<file path="config.mk">
export PLATFORM = sky130hd
export DESIGN_NAME = vbpc_top
export DESIGN_NICKNAME = d
export VERILOG_FILES = /design/src/hw/vbpc_pkg.sv /design/src/hw/vbpc_top.sv
export VERILOG_INCLUDE_DIRS = /design/src /design/src/hw
export SDC_FILE = /design/constraint.sdc
export NUM_CORES = 1
export LEC_CHECK = 0
export BUFFER_PORTS_ARGS = -buffer_cell sky130_fd_sc_hd__buf_4
export CAP_MARGIN = 0
export CELL_PAD_IN_SITES_DETAIL_PLACEMENT = 0
export CELL_PAD_IN_SITES_GLOBAL_PLACEMENT = 2
export CORE_MARGIN = 1.5
export CORE_UTILIZATION = 38
export CTS_CLUSTER_DIAMETER = 40
export DETAILED_ROUTE_END_ITERATION = 12
export PLACE_DENSITY = 0.93
export SLEW_MARGIN = 10
export SYNTH_ARGS = -nofsm -noshare
export SYNTH_HDL_FRONTEND = slang
export SYNTH_SLANG_ARGS = --single-unit
</file>
<file path="constraint.sdc">
create_clock -name clk -period 18 [get_ports clk]
set_clock_uncertainty 0.15 [all_clocks]
set_input_delay 0 -clock clk [delete_from_list [all_inputs] [get_ports clk]]
set_output_delay 0 -clock clk [all_outputs]
set_load 0.01 [all_outputs]
</file>
<file path="src/hw/vbpc_consts.svh">
// Purpose: Offsets, reset values, timing counts and video words.
// Assumes: Included by the self-test block after its package.
// Notes:   Definitions only.
`ifndef VBPC_CONSTS_SVH
`define VBPC_CONSTS_SVH
// ----------------------------------------------------------------
// Register offsets and reset values
// ----------------------------------------------------------------
`define VBPC_OFS_CTRL 8'h00
`define VBPC_OFS_STAT 8'h04
`define VBPC_OFS_SIG 8'h08
`define VBPC_CTRL_RST 6'h00
// ----------------------------------------------------------------
// Timing: frame limits in microseconds, clock in MHz
// ----------------------------------------------------------------
`define VBPC_CLK_MHZ 50
`define VBPC_SD525_US 16700
`define VBPC_SD50_US 20000
`define VBPC_SD525_CYC (`VBPC_SD525_US * `VBPC_CLK_MHZ)
`define VBPC_SD50_CYC (`VBPC_SD50_US * `VBPC_CLK_MHZ)
`define VBPC_HD_WORD_KHZ 74250
// ----------------------------------------------------------------
// Video words
// ----------------------------------------------------------------
`define VBPC_W_MAX 10'h3ff
`define VBPC_W_MIN 10'h000
`define VBPC_EAV_ACT 10'h274
`define VBPC_EAV_BLK 10'h2d8
`define VBPC_SAV_ACT 10'h200
`define VBPC_SAV_BLK 10'h2ac
`define VBPC_C_BLK 10'h200
`define VBPC_Y_BLK 10'h040
`define VBPC_EQ_C 10'h300
`define VBPC_EQ_Y 10'h198
`define VBPC_PLL_C 10'h200
`define VBPC_PLL_Y 10'h110
`define VBPC_CRC_POLY 18'h00031
`endif

</file>
<file path="src/hw/vbpc_pkg.sv">
// Purpose: Types shared by the video self-test block.
// Assumes: Nothing.
// Notes:   Constants live in vbpc_consts.svh.
package vbpc_pkg;
   // One-hot controller states.
   typedef enum logic [3:0] {
      ST_IDLE = 4'b0001,
      ST_CLEAR = 4'b0010,
      ST_RUN = 4'b0100,
      ST_DONE = 4'b1000
   } vbpc_state_t;
   // Pattern codes.
   typedef enum logic [1:0] {
      PAT_BARS = 2'h0,
      PAT_EQ = 2'h1,
      PAT_PLL = 2'h2,
      PAT_BLACK = 2'h3
   } vbpc_pat_t;
   // Control register fields, top bit first, enable in bit 0.
   typedef struct packed {
      logic rate50;
      logic fmt_hd;
      logic auto_fmt;
      vbpc_pat_t pattern;
      logic enable;
   } vbpc_ctrl_t;
   // Result flags.
   typedef struct packed {
      logic fail;
      logic pass;
      logic done;
   } vbpc_stat_t;
endpackage

</file>
<file path="src/hw/vbpc_top.sv">
// Purpose: Self-test pattern source and checksum checker for a video link.
// Assumes: One word per clock; register port with read data a cycle later.
// Notes:   Raster sizes are scaled parameters; expected sums are parameters.
//
// The register addresses and strobed register access were left to the implementer.
`timescale 1ns/1ps
`default_nettype none
`include "vbpc_consts.svh"
// What this block does
// RL1: Start of test clears scramblers and checkers before commands are taken.
// RL2: While the generator runs, received serial words are ignored.
// RL3: Test starts from pattern code plus enable bit loaded by the host.
// RL4: Format picks pattern type and check: line CRC for HD, EDH for SD.
// RL5: Enable makes generated words replace received data on the path.
// RL6: Words come from stored packets or algorithmic picture samples.
// RL7: Format and sample counters choose source and packet counts per line.
// RL8: Words feed checksums; HD lines carry line number and CRC.
// RL9: Pass only if computed sums equal stored sums at test end.
// RL10: SD test runs one frame within 16.7 ms or 20 ms.
// RL11: SD check keeps separate sums: active, non-video, whole frame.
// RL12: Serializer puts test data on serial output, deserializer parallel.
// RL13: Lines interleave chroma and luma with EAV, SAV, LN and CRC.
// RL14: SD and HD share the path but use distinct checkers.
// RL15: Format is classified automatically and steers generation and check.
// RL16: Parallel path supports word rates up to 74.25 MHz for HD.
// RL17: Four patterns: colour bars, equalizer stress, PLL stress, black.
// RL18: Equalizer stress gives 19 bits one way, then one bit the other.
// RL19: PLL stress gives 20 bits one way, then 20 the other.
// RL20: Done and pass/fail readable, held until a new test starts.
// RL21: Clearing enable stops at the line end and restores normal path.
module vbpc_top #(
   parameter int SD_LINE_W = 64,
   parameter int HD_LINE_W = 128,
   parameter int LINES = 8,
   parameter int VBL = 2,
   parameter int SD525_CYC = `VBPC_SD525_CYC,
   parameter int SD50_CYC = `VBPC_SD50_CYC,
   parameter bit IS_SERIALIZER = 1'b0,
   parameter logic [3:0][17:0] EXP_HD = '0,
   parameter logic [3:0][17:0] EXP_SD_ACT = '0,
   parameter logic [3:0][17:0] EXP_SD_BLK = '0,
   parameter logic [3:0][17:0] EXP_SD_FULL = '0
) (
   // Clock and reset.
   input wire logic clk,
   input wire logic reset,
   // Register port.
   input wire logic [7:0] addr,
   input wire logic [31:0] wdata,
   input wire logic wr_en,
   input wire logic rd_en,
   output logic [31:0] rdata,
   // Video words.
   input wire logic [9:0] rx_word,
   output logic [9:0] par_out,
   output logic [9:0] ser_out,
   // Test status.
   output logic path_clear,
   output logic test_done,
   output logic test_pass
);
   localparam int PW = $clog2(HD_LINE_W + 1);
   localparam int LW = $clog2(LINES + 1);
   // A 20 ms frame at 50 MHz needs twenty bits.
   localparam int TW = 20;

   vbpc_pkg::vbpc_state_t st_q, st_d;
   vbpc_pkg::vbpc_ctrl_t ctrl_q, ctrl_d;
   vbpc_pkg::vbpc_stat_t stat_q, stat_d;
   logic [PW-1:0] hpos_q, hpos_d, det_cnt_q, det_cnt_d;
   logic [LW-1:0] vln_q, vln_d;
   logic [TW-1:0] timer_q, timer_d;
   logic [17:0] crc_line_q, crc_line_d, crc_frm_q, crc_frm_d;
   logic [17:0] edh_act_q, edh_act_d, edh_blk_q, edh_blk_d;
   logic run_hd_q, run_hd_d, det_hd_q, det_hd_d;
   logic [9:0] prev1_q, prev2_q, rx_q, out_q, out_d;
   logic [31:0] rdata_q, rdata_d;
   logic [9:0] gen_w;
   logic [PW-1:0] last, act0;
   logic act_line, frame_end, chk_ok;
   logic [2:0] bar;
   logic [TW-1:0] limit;

   // One CRC step per 10-bit word, shared by the line and EDH sums.
   function automatic logic [17:0] crc_step(input logic [17:0] c,
                                            input logic [9:0] w);
      logic [17:0] r;
      logic fb;
      r = c;
      for (int i = 0; i < 10; i++) begin
         fb = r[17] ^ w[i];
         r = {r[16:0], 1'b0} ^ (fb ? `VBPC_CRC_POLY : 18'h00000);
      end
      return r;
   endfunction

   // ----------------------------------------------------------------
   // Raster position and word source
   // ----------------------------------------------------------------
   // The line geometry follows the format latched at test start.
   always_comb begin
      last = run_hd_q ? PW'(HD_LINE_W - 1) : PW'(SD_LINE_W - 1); // [RL7]
      act0 = run_hd_q ? PW'(HD_LINE_W / 4) : PW'(SD_LINE_W / 4);
      act_line = int'(vln_q) >= VBL;
      frame_end = hpos_q == last && int'(vln_q) == LINES - 1;
      limit = ctrl_q.rate50 ? TW'(SD50_CYC) : TW'(SD525_CYC); // [RL10]
      bar = 3'(((int'(hpos_q) - int'(act0)) * 8) /
               (int'(last) + 1 - int'(act0)));
   end

   // Stored packets for timing words, arithmetic for picture samples.
   always_comb begin
      gen_w = hpos_q[0] ? `VBPC_Y_BLK : `VBPC_C_BLK; // [RL6]
      if (hpos_q == 0) begin
         gen_w = `VBPC_W_MAX; // [RL13]
      end else if (hpos_q < 3) begin
         gen_w = `VBPC_W_MIN;
      end else if (hpos_q == 3) begin
         gen_w = act_line ? `VBPC_EAV_ACT : `VBPC_EAV_BLK;
      end else if (run_hd_q && hpos_q < 6) begin
         // Line number word with the inverted top bit. [RL8]
         gen_w = {~vln_q[0], vln_q[0], 8'(vln_q)};
      end else if (run_hd_q && hpos_q == 6) begin
         gen_w = {~crc_line_q[8], crc_line_q[8:0]}; // [RL8] [RL4]
      end else if (run_hd_q && hpos_q == 7) begin
         gen_w = {~crc_line_q[17], crc_line_q[17:9]};
      end else if (hpos_q == act0 - 4) begin
         gen_w = `VBPC_W_MAX;
      end else if (hpos_q > act0 - 4 && hpos_q < act0 - 1) begin
         gen_w = `VBPC_W_MIN;
      end else if (hpos_q == act0 - 1) begin
         gen_w = act_line ? `VBPC_SAV_ACT : `VBPC_SAV_BLK;
      end else if (act_line && hpos_q >= act0) begin
         // Even samples chroma, odd samples luma. [RL13] [RL17]
         unique case (ctrl_q.pattern)
            vbpc_pkg::PAT_BARS: begin
               gen_w = hpos_q[0] ? 10'h2d0 - {1'b0, bar, 6'h00} :
                  (bar[hpos_q[1]] ? 10'h140 : 10'h2c0);
               if (bar == 3'h0 && !hpos_q[0]) begin
                  gen_w = `VBPC_C_BLK;
               end
            end
            vbpc_pkg::PAT_EQ: begin
               gen_w = hpos_q[0] ? `VBPC_EQ_Y : `VBPC_EQ_C; // [RL18]
            end
            vbpc_pkg::PAT_PLL: begin
               gen_w = hpos_q[0] ? `VBPC_PLL_Y : `VBPC_PLL_C; // [RL19]
            end
            vbpc_pkg::PAT_BLACK: begin
               gen_w = hpos_q[0] ? `VBPC_Y_BLK : `VBPC_C_BLK;
            end
         endcase
      end
   end

   // Stored sums are per pattern and per format. [RL9] [RL14]
   // Used on the last, active word; built from _q so no loop forms.
   always_comb begin
      if (run_hd_q) begin
         chk_ok = crc_step(crc_frm_q, gen_w) == EXP_HD[ctrl_q.pattern];
      end else begin
         chk_ok = crc_step(edh_act_q, gen_w) ==
                  EXP_SD_ACT[ctrl_q.pattern] &&
                  edh_blk_q == EXP_SD_BLK[ctrl_q.pattern] &&
                  crc_step(crc_frm_q, gen_w) ==
                  EXP_SD_FULL[ctrl_q.pattern]; // [RL11]
      end
   end

   // ----------------------------------------------------------------
   // Controller, checksums, detector and register port
   // ----------------------------------------------------------------
   always_comb begin
      st_d = st_q;
      ctrl_d = ctrl_q;
      stat_d = stat_q;
      hpos_d = hpos_q;
      vln_d = vln_q;
      timer_d = timer_q;
      crc_line_d = crc_line_q;
      crc_frm_d = crc_frm_q;
      edh_act_d = edh_act_q;
      edh_blk_d = edh_blk_q;
      run_hd_d = run_hd_q;
      det_hd_d = det_hd_q;
      det_cnt_d = det_cnt_q + 1'b1;
      rdata_d = 32'h00000000;
      if (wr_en && addr == `VBPC_OFS_CTRL) begin
         ctrl_d = vbpc_pkg::vbpc_ctrl_t'(wdata[5:0]); // [RL3]
      end
      if (rd_en) begin
         unique case (addr)
            `VBPC_OFS_CTRL: rdata_d = {26'h0, ctrl_q};
            `VBPC_OFS_STAT: rdata_d = {27'h0, det_hd_q, run_hd_q,
                                       stat_q}; // [RL20]
            `VBPC_OFS_SIG: rdata_d = {14'h0, crc_frm_q};
            default: rdata_d = 32'h00000000;
         endcase
      end
      // Format is learned from the gap between timing words. [RL15]
      if (prev2_q == `VBPC_W_MAX && prev1_q == `VBPC_W_MIN &&
          rx_word == `VBPC_W_MIN && st_q == vbpc_pkg::ST_IDLE) begin
         det_cnt_d = '0;
         if (int'(det_cnt_q) > SD_LINE_W / 2) begin
            det_hd_d = int'(det_cnt_q) > SD_LINE_W;
         end
      end
      if (det_cnt_q == '1) begin
         det_cnt_d = det_cnt_q;
      end
      unique case (st_q)
         vbpc_pkg::ST_IDLE: begin
            if (ctrl_q.enable) begin
               st_d = vbpc_pkg::ST_CLEAR; // [RL3]
            end
         end
         vbpc_pkg::ST_CLEAR: begin
            // Every checker restarts from a known state. [RL1]
            stat_d = '0;
            hpos_d = '0;
            vln_d = '0;
            timer_d = '0;
            crc_line_d = '0;
            crc_frm_d = '0;
            edh_act_d = '0;
            edh_blk_d = '0;
            run_hd_d = ctrl_q.auto_fmt ? det_hd_q : ctrl_q.fmt_hd;
            st_d = vbpc_pkg::ST_RUN;
         end
         vbpc_pkg::ST_RUN: begin
            hpos_d = hpos_q == last ? '0 : hpos_q + 1'b1; // [RL7]
            if (hpos_q == last) begin
               vln_d = vln_q + 1'b1;
            end
            timer_d = timer_q + 1'b1;
            crc_frm_d = crc_step(crc_frm_q, gen_w); // [RL8]
            if (run_hd_q) begin
               if (hpos_q == 7) begin
                  crc_line_d = '0; // [RL4]
               end else if (hpos_q != 6) begin
                  crc_line_d = crc_step(crc_line_q, gen_w);
               end
            end else if (act_line && hpos_q >= act0) begin
               edh_act_d = crc_step(edh_act_q, gen_w); // [RL11]
            end else begin
               edh_blk_d = crc_step(edh_blk_q, gen_w);
            end
            if (!run_hd_q && timer_q == limit) begin
               stat_d = '{fail: 1'b1, pass: 1'b0, done: 1'b1}; // [RL10]
               st_d = vbpc_pkg::ST_DONE;
            end else if (frame_end) begin
               stat_d = '{fail: !chk_ok, pass: chk_ok, done: 1'b1}; // [RL9]
               st_d = vbpc_pkg::ST_DONE;
            end else if (!ctrl_q.enable && hpos_q == last) begin
               st_d = vbpc_pkg::ST_IDLE; // [RL21]
            end
         end
         vbpc_pkg::ST_DONE: begin
            if (!ctrl_q.enable) begin
               st_d = vbpc_pkg::ST_IDLE;
            end
         end
         default: st_d = vbpc_pkg::ST_IDLE;
      endcase
      // Generated words replace received ones while running. [RL2] [RL5]
      out_d = st_q == vbpc_pkg::ST_RUN ? gen_w : rx_word;
   end

   // Registers only; the word path is one cycle deep at any rate. [RL16]
   always_ff @(posedge clk) begin
      if (reset) begin
         st_q <= vbpc_pkg::ST_IDLE;
         ctrl_q <= vbpc_pkg::vbpc_ctrl_t'(`VBPC_CTRL_RST);
         stat_q <= '0;
         hpos_q <= '0;
         vln_q <= '0;
         timer_q <= '0;
         det_cnt_q <= '0;
         crc_line_q <= '0;
         crc_frm_q <= '0;
         edh_act_q <= '0;
         edh_blk_q <= '0;
         run_hd_q <= 1'b0;
         det_hd_q <= 1'b0;
         prev1_q <= '0;
         prev2_q <= '0;
         rx_q <= '0;
         out_q <= '0;
         rdata_q <= '0;
      end else begin
         st_q <= st_d;
         ctrl_q <= ctrl_d;
         stat_q <= stat_d;
         hpos_q <= hpos_d;
         vln_q <= vln_d;
         timer_q <= timer_d;
         det_cnt_q <= det_cnt_d;
         crc_line_q <= crc_line_d;
         crc_frm_q <= crc_frm_d;
         edh_act_q <= edh_act_d;
         edh_blk_q <= edh_blk_d;
         run_hd_q <= run_hd_d;
         det_hd_q <= det_hd_d;
         prev1_q <= rx_word;
         prev2_q <= prev1_q;
         rx_q <= rx_word;
         out_q <= out_d;
         rdata_q <= rdata_d;
      end
   end

   // Outputs; the variant decides which side carries test data. [RL12]
   assign par_out = IS_SERIALIZER ? rx_q : out_q;
   assign ser_out = IS_SERIALIZER ? out_q : rx_q;
   assign path_clear = st_q == vbpc_pkg::ST_CLEAR; // [RL1]
   assign test_done = stat_q.done;
   assign test_pass = stat_q.pass;
   assign rdata = rdata_q;
endmodule
`default_nettype wire

</file>
Word-level counts from Yosys, hierarchy flattened
Cells that the tools add are included.

cells by class
  bitwise gates (word level) = 84
  multiplexer cells = 96
  equality and inequality tests = 33
  divide/modulo/power cells = 1
  reductions and logical operators = 34
  $lt $le $gt $ge = 10
  add/sub/neg operators = 10

operator list
  operator               count
  $xor 18x6->18          40
  $mux 6                 41
  $mux 10                17
  $mux 18                9
  $pmux 18 s2            4
  $eq 8x32->1            2
  $eq 18x18->1           3
  $pmux 18 s3            1
  $pmux 10 s4            1
  $pmux 20 s2            1
  $xor 1x1->1            40
  $bmux 18 s2            1
  $div 32x32->32         1
  $gt 8x32->1            1
  $lt 8x32->1            1
  $mux 8                 4
  $eq 8x3->1 const B     3
  $mux 4                 6
  $add 20x1->20 const B  1
  $eq 20x20->1           1
  $logic_not 10->1       2
  $sub 8x6->9            2
  $add 8x1->8 const B    2
  $logic_not 8->1        2
  other kinds (44)       82

storage, ports and cells
  output and inout bits = 55
  register bits = 189
  logic and storage cells = 291
  bits of input ports = 54

Logic depth before layout (Yosys ltp)
  depth after elaboration = 58
  depth in mapped cells = 245
  gate-level depth less buffers = 223

Worst setup path before layout
No wires, ideal clock.

  path kind = register to register
  start point = register run_hd_q
  end point = register edh_act_q[5]
  clock period less this slack = 15849 ps
  library setup time = 70 ps
  cell stages (with the launch flop) = 79
  path buffers = 6
  setup slack = 2151 ps
  data required time = 17780 ps
  arrival = 15629 ps
  cell sequence = dfxtp_1 inv_1 ha_1 fa_1 a41o_1 nand2_1 mux2i_1 ha_1 clkbuf_1 nand3_1 nand2_1 o41ai_1 o2111ai_1 nand2_1 a21boi_0 xor2_1 inv_1 ha_1 [... 43 more ...] ha_1 o21ai_0 or2b_1 nand2_1 or4_1 a211oi_2 and3_1 ha_1 nor2_1 xnor2_1 inv_1 a2111oi_0 a221oi_4 xnor2_1 xnor2_1 xnor2_1 nand2_1 a21oi_1

on the way
  longest elaborated chain between the ends = 29
  elaborated cells on any way between the ends = 55
  those cells by class = add/sub: 6; div: 1; order compare: 3; eq/ne: 4; mux: 24; bitwise: 9; reduce/logical: 8

ends and longest elaborated chain
  element                                                  RTL line         RTL
  from (decl)                                              vbpc_top.sv:75   logic run_hd_q, run_hd_d, det_hd_q, det_hd_d;
  from (signal assigned)                                   vbpc_top.sv:302  run_hd_q <= run_hd_d;
  branches (longest 29 deep; another with $div 32x32->32)  n/a
  to (signal assigned)                                     vbpc_top.sv:300  edh_act_q <= edh_act_d;
  to (decl)                                                vbpc_top.sv:74   logic [17:0] edh_act_q, edh_act_d, edh_blk_q, edh_blk_d;

Parallel ways; which one is timed is not known. The select of a mux whose other input is x is not followed.
A chain may end at the register's enable or synchronous reset.

Worst setup path after layout
  start point = register run_hd_q
  end point = register edh_blk_q[7]

on the way
  longest elaborated chain between the ends = 31
  elaborated cells on any way between the ends = 57
  those cells by class = add/sub: 6; div: 1; order compare: 3; eq/ne: 4; mux: 24; bitwise: 11; reduce/logical: 8

ends and longest elaborated chain
  element                                                  RTL line         RTL
  branches (longest 31 deep; another with $div 32x32->32)  n/a
  to (signal assigned)                                     vbpc_top.sv:301  edh_blk_q <= edh_blk_d;
  to (decl)                                                vbpc_top.sv:74

Parallel ways; which one is timed is not known. The select of a mux whose other input is x is not followed.

==> results.yml <==
global_route:
  grt_pass1_vias: 27800
  overflow: 0
  grt_pass1_wl_um: 155000
  grt_max_degree: 67
  grtUsageTotal_pct: 25.5
  antenna_found_initial: 1
hold_path:
  hp-start: "addr[4]"
  min_path_cells: 5
  hold_class: "input port to register"
critical_path:
  worstSetupEndpointType: "register"
  critPathLaunch: "run_hd_q$_SDFFE_PP0P_"
  rrSetupSlack_ps: 1500
  crit_arrival_ps: 16720
  crit_end: "edh_blk_q[7]$_SDFFE_PP0P_"
  worst_r2r_path_depth: 67
  regToRegStartpoint: "run_hd_q$_SDFFE_PP0P_"
  r2r_end: "edh_blk_q[7]$_SDFFE_PP0P_"
  worstSetupPathType: "register to register"
  cp_max_fo: 32
  cpPeakStageDelay_ps: 700
  cp.required_ps: 18220
  start_kind: "register"
  cp_slowest_cell: "or4_1"
synthesis:
  netlist_top_cells_count: "407 x nor2_1, 303 x nand2_1, 236 x a21oi_1"
  ys_types: 154
  synth_seq_cells: 175
  synthTopCellsByArea: "dfxtp_1 13%, nor2_1 5.7%, xnor2_1 4.5%"
  syn_inst: 3784
  syn-cell-area_um2: 27000
  seq_area_frac_synth_pct: 13.0
  ys_async_sr_fraction_pct: 0
  synth_edf_count: 0
  synth_top_area_cell: "dfxtp_1"
  yosys_warnings: 0
  ys.flop_type: "dfxtp_1"
  synth.top_cell.area_share_pct: 13.0
  yosysMostFrequentCell: "nor2_1"
  avgSynthCellArea_um2: 7.13
cts:
  clock_insertion_delay_worst_skew_ps: 440
  cts_buffers: 17
  htree_num_levels: 4
  cts_tree: "yes"
  clockBufferDepth: 2
  cts_root_buf: "clkbuf_16"
  cts_sinks: 175
  clk_pin_slew_ps: 80
sta:
  hold_viol: 0
  period_minus_slack_ps: 16500
  finalSetupViolCount: 0
  rsz0062_at_grt: "false"
  fin_setup_tns_ps: 0
  timing.fmax_mhz: 60.6
  relSlewSlack_pct: 17.5
  slew_violations: 0
  worst_slew_pin_slew_ps: 1240
  finalCritPeriodShare_pct: 91.6
route:
  drc: 0
  avgViaCountPerCell: 6.53
  route.final.wire_length_um: 97000
  first_pass_iters: 6
  drtIter0Drc: 3224
  ant_nets: 0
  via_count: 30900
  routedWlPerCell_um: 20.5
die:
  io_pins: 109
  rows: 97
  core_um2: 70100
  die_area_um2: 72600
  fp.dieH_um: 269
  die_x_um: 269
  start_util_pct: 38.5
placement:
  dpl.hpwl_um: 74900
  port_buffers: 68
  gp_congestion: 0.939
cells_and_area:
  drive_above_1_share_pct: 9.29
  synthToLayoutAreaGrowth_pct: 7.27
  nNetsFinal: 3898
run_status:
  status: "completed"
job:
  maxCapViolCount: 0
## sequential cells by signal, summed over array words and instances, names as in the netlist
signal / cells
det_cnt_q: 8
prev2_q: 10
test_done: 1
ser_out: 10
edh_act_q: 18
edh_blk_q: 18
st_q: 4
stat_q: 1
crc_line_q: 18
rdata: 18
hpos_q: 8
vln_q: 4
par_out: 10
crc_frm_q: 18
ctrl_q: 6
timer_q: 20
run_hd_q: 1
test_pass: 1
det_hd_q: 1
## cell type report
class                   count  area [um2]
inverters                  83         312
diodes                      1        2.50
fillers                  7484       41200
well taps                 940        1180
multi-input cells        3374       22300
clock buffers              18         439
flip-flops and latches    175        3500
repair buffers            127        1020
clock inverters            14         166
## kinds of logic after synthesis
group,Yosys count,synth area share [%]
and+or+nand+nor,1638,31.6
AOI/OAI and AO/OA,1360,37.9
buffers and inverters,268,4.91
xor gates and xnor gates,212,7.01
DFF,175,13.0
adders and majority gates,66,3.09
muxes,64,2.52
other,1,0.0139
## worst min path at each step
stage / end / slack, ps
3_5_place_dp: ser_out[0]$_SDFF_PP0_ / 90
3_3_place_gp: ser_out[5]$_SDFF_PP0_ / 90
2_1_floorplan: ser_out[0]$_SDFF_PP0_ / -20
6_report: rdata[15]$_SDFF_PP0_ / 130
4_1_cts: rdata[15]$_SDFF_PP0_ / 110
5_1_grt: ctrl_q[1]$_SDFFE_PP0P_ / 160
## layout by cell type (no fill, tap or decap), drive strengths merged, types with 61 or more instances in the layout
master and n:
a211oi 71, a21oi 242, a31oi 72, and2 61, and3 65, buf 99
dfxtp 175, ha 65, inv 89, nand2 305, nand3 187, nand4 64
nor2 411, nor3 142, nor4 68, o211ai 61, o21ai 219, xnor2 139
xor2 72
## per-stage QoR
| stage | cells | util (%) | hold slack [ps] | worst slack (ps) | cell area (um2) |
|---|---|---|---|---|---|
| global route | 4732 | 41.3 | 159 | 71.2 | 29000 |
| finish | 4732 | 41.3 | 126 | 1500 | 29000 |
| CTS | 4727 | 41.2 | 110 | 1170 | 28900 |
| global placement | 4667 | 39.9 | 86.5 | 1460 | 28000 |
| floorplan | 3817 | - | -21.8 | 2150 | 27100 |
| detailed placement | 4667 | 39.9 | 94.2 | 1260 | 28000 |
## worst max-delay path: cells and delay by family (launching register included)
kind | cells | cell delay, ps
buffers and inverters | 4 | 800
adders and majority gates | 7 | 2380
xor gates and xnor gates | 6 | 1510
DFF | 1 | 360
AOI/OAI and AO/OA | 19 | 5220
muxes | 2 | 350
and+or+nand+nor | 29 | 5640
## timing repair
item                                   CTS  global route
hold buffers                            28             0
resized for setup                        0             6
setup buffers                            0             4
endpoints found under the hold margin   43             0
setup endpoints to repair                0            22
## per-layer routing
layer / GRT usage, % / vias up / part of all wire, % / wire [um]
met1: 36.9 / 14800 / 47 / 45600
li1: - / 14700 / - / -
met5: 0 / - / 0 / 0
met3: 2.34 / 139 / 6.4 / 6240
met4: 5.10 / 0 / 1.7 / 1620
met2: 40.9 / 1275 / 45 / 43500
Power is left out: the tool's default activity adds up to more than one toggle a clock period on the data nets, which glitch-free logic cannot reach.
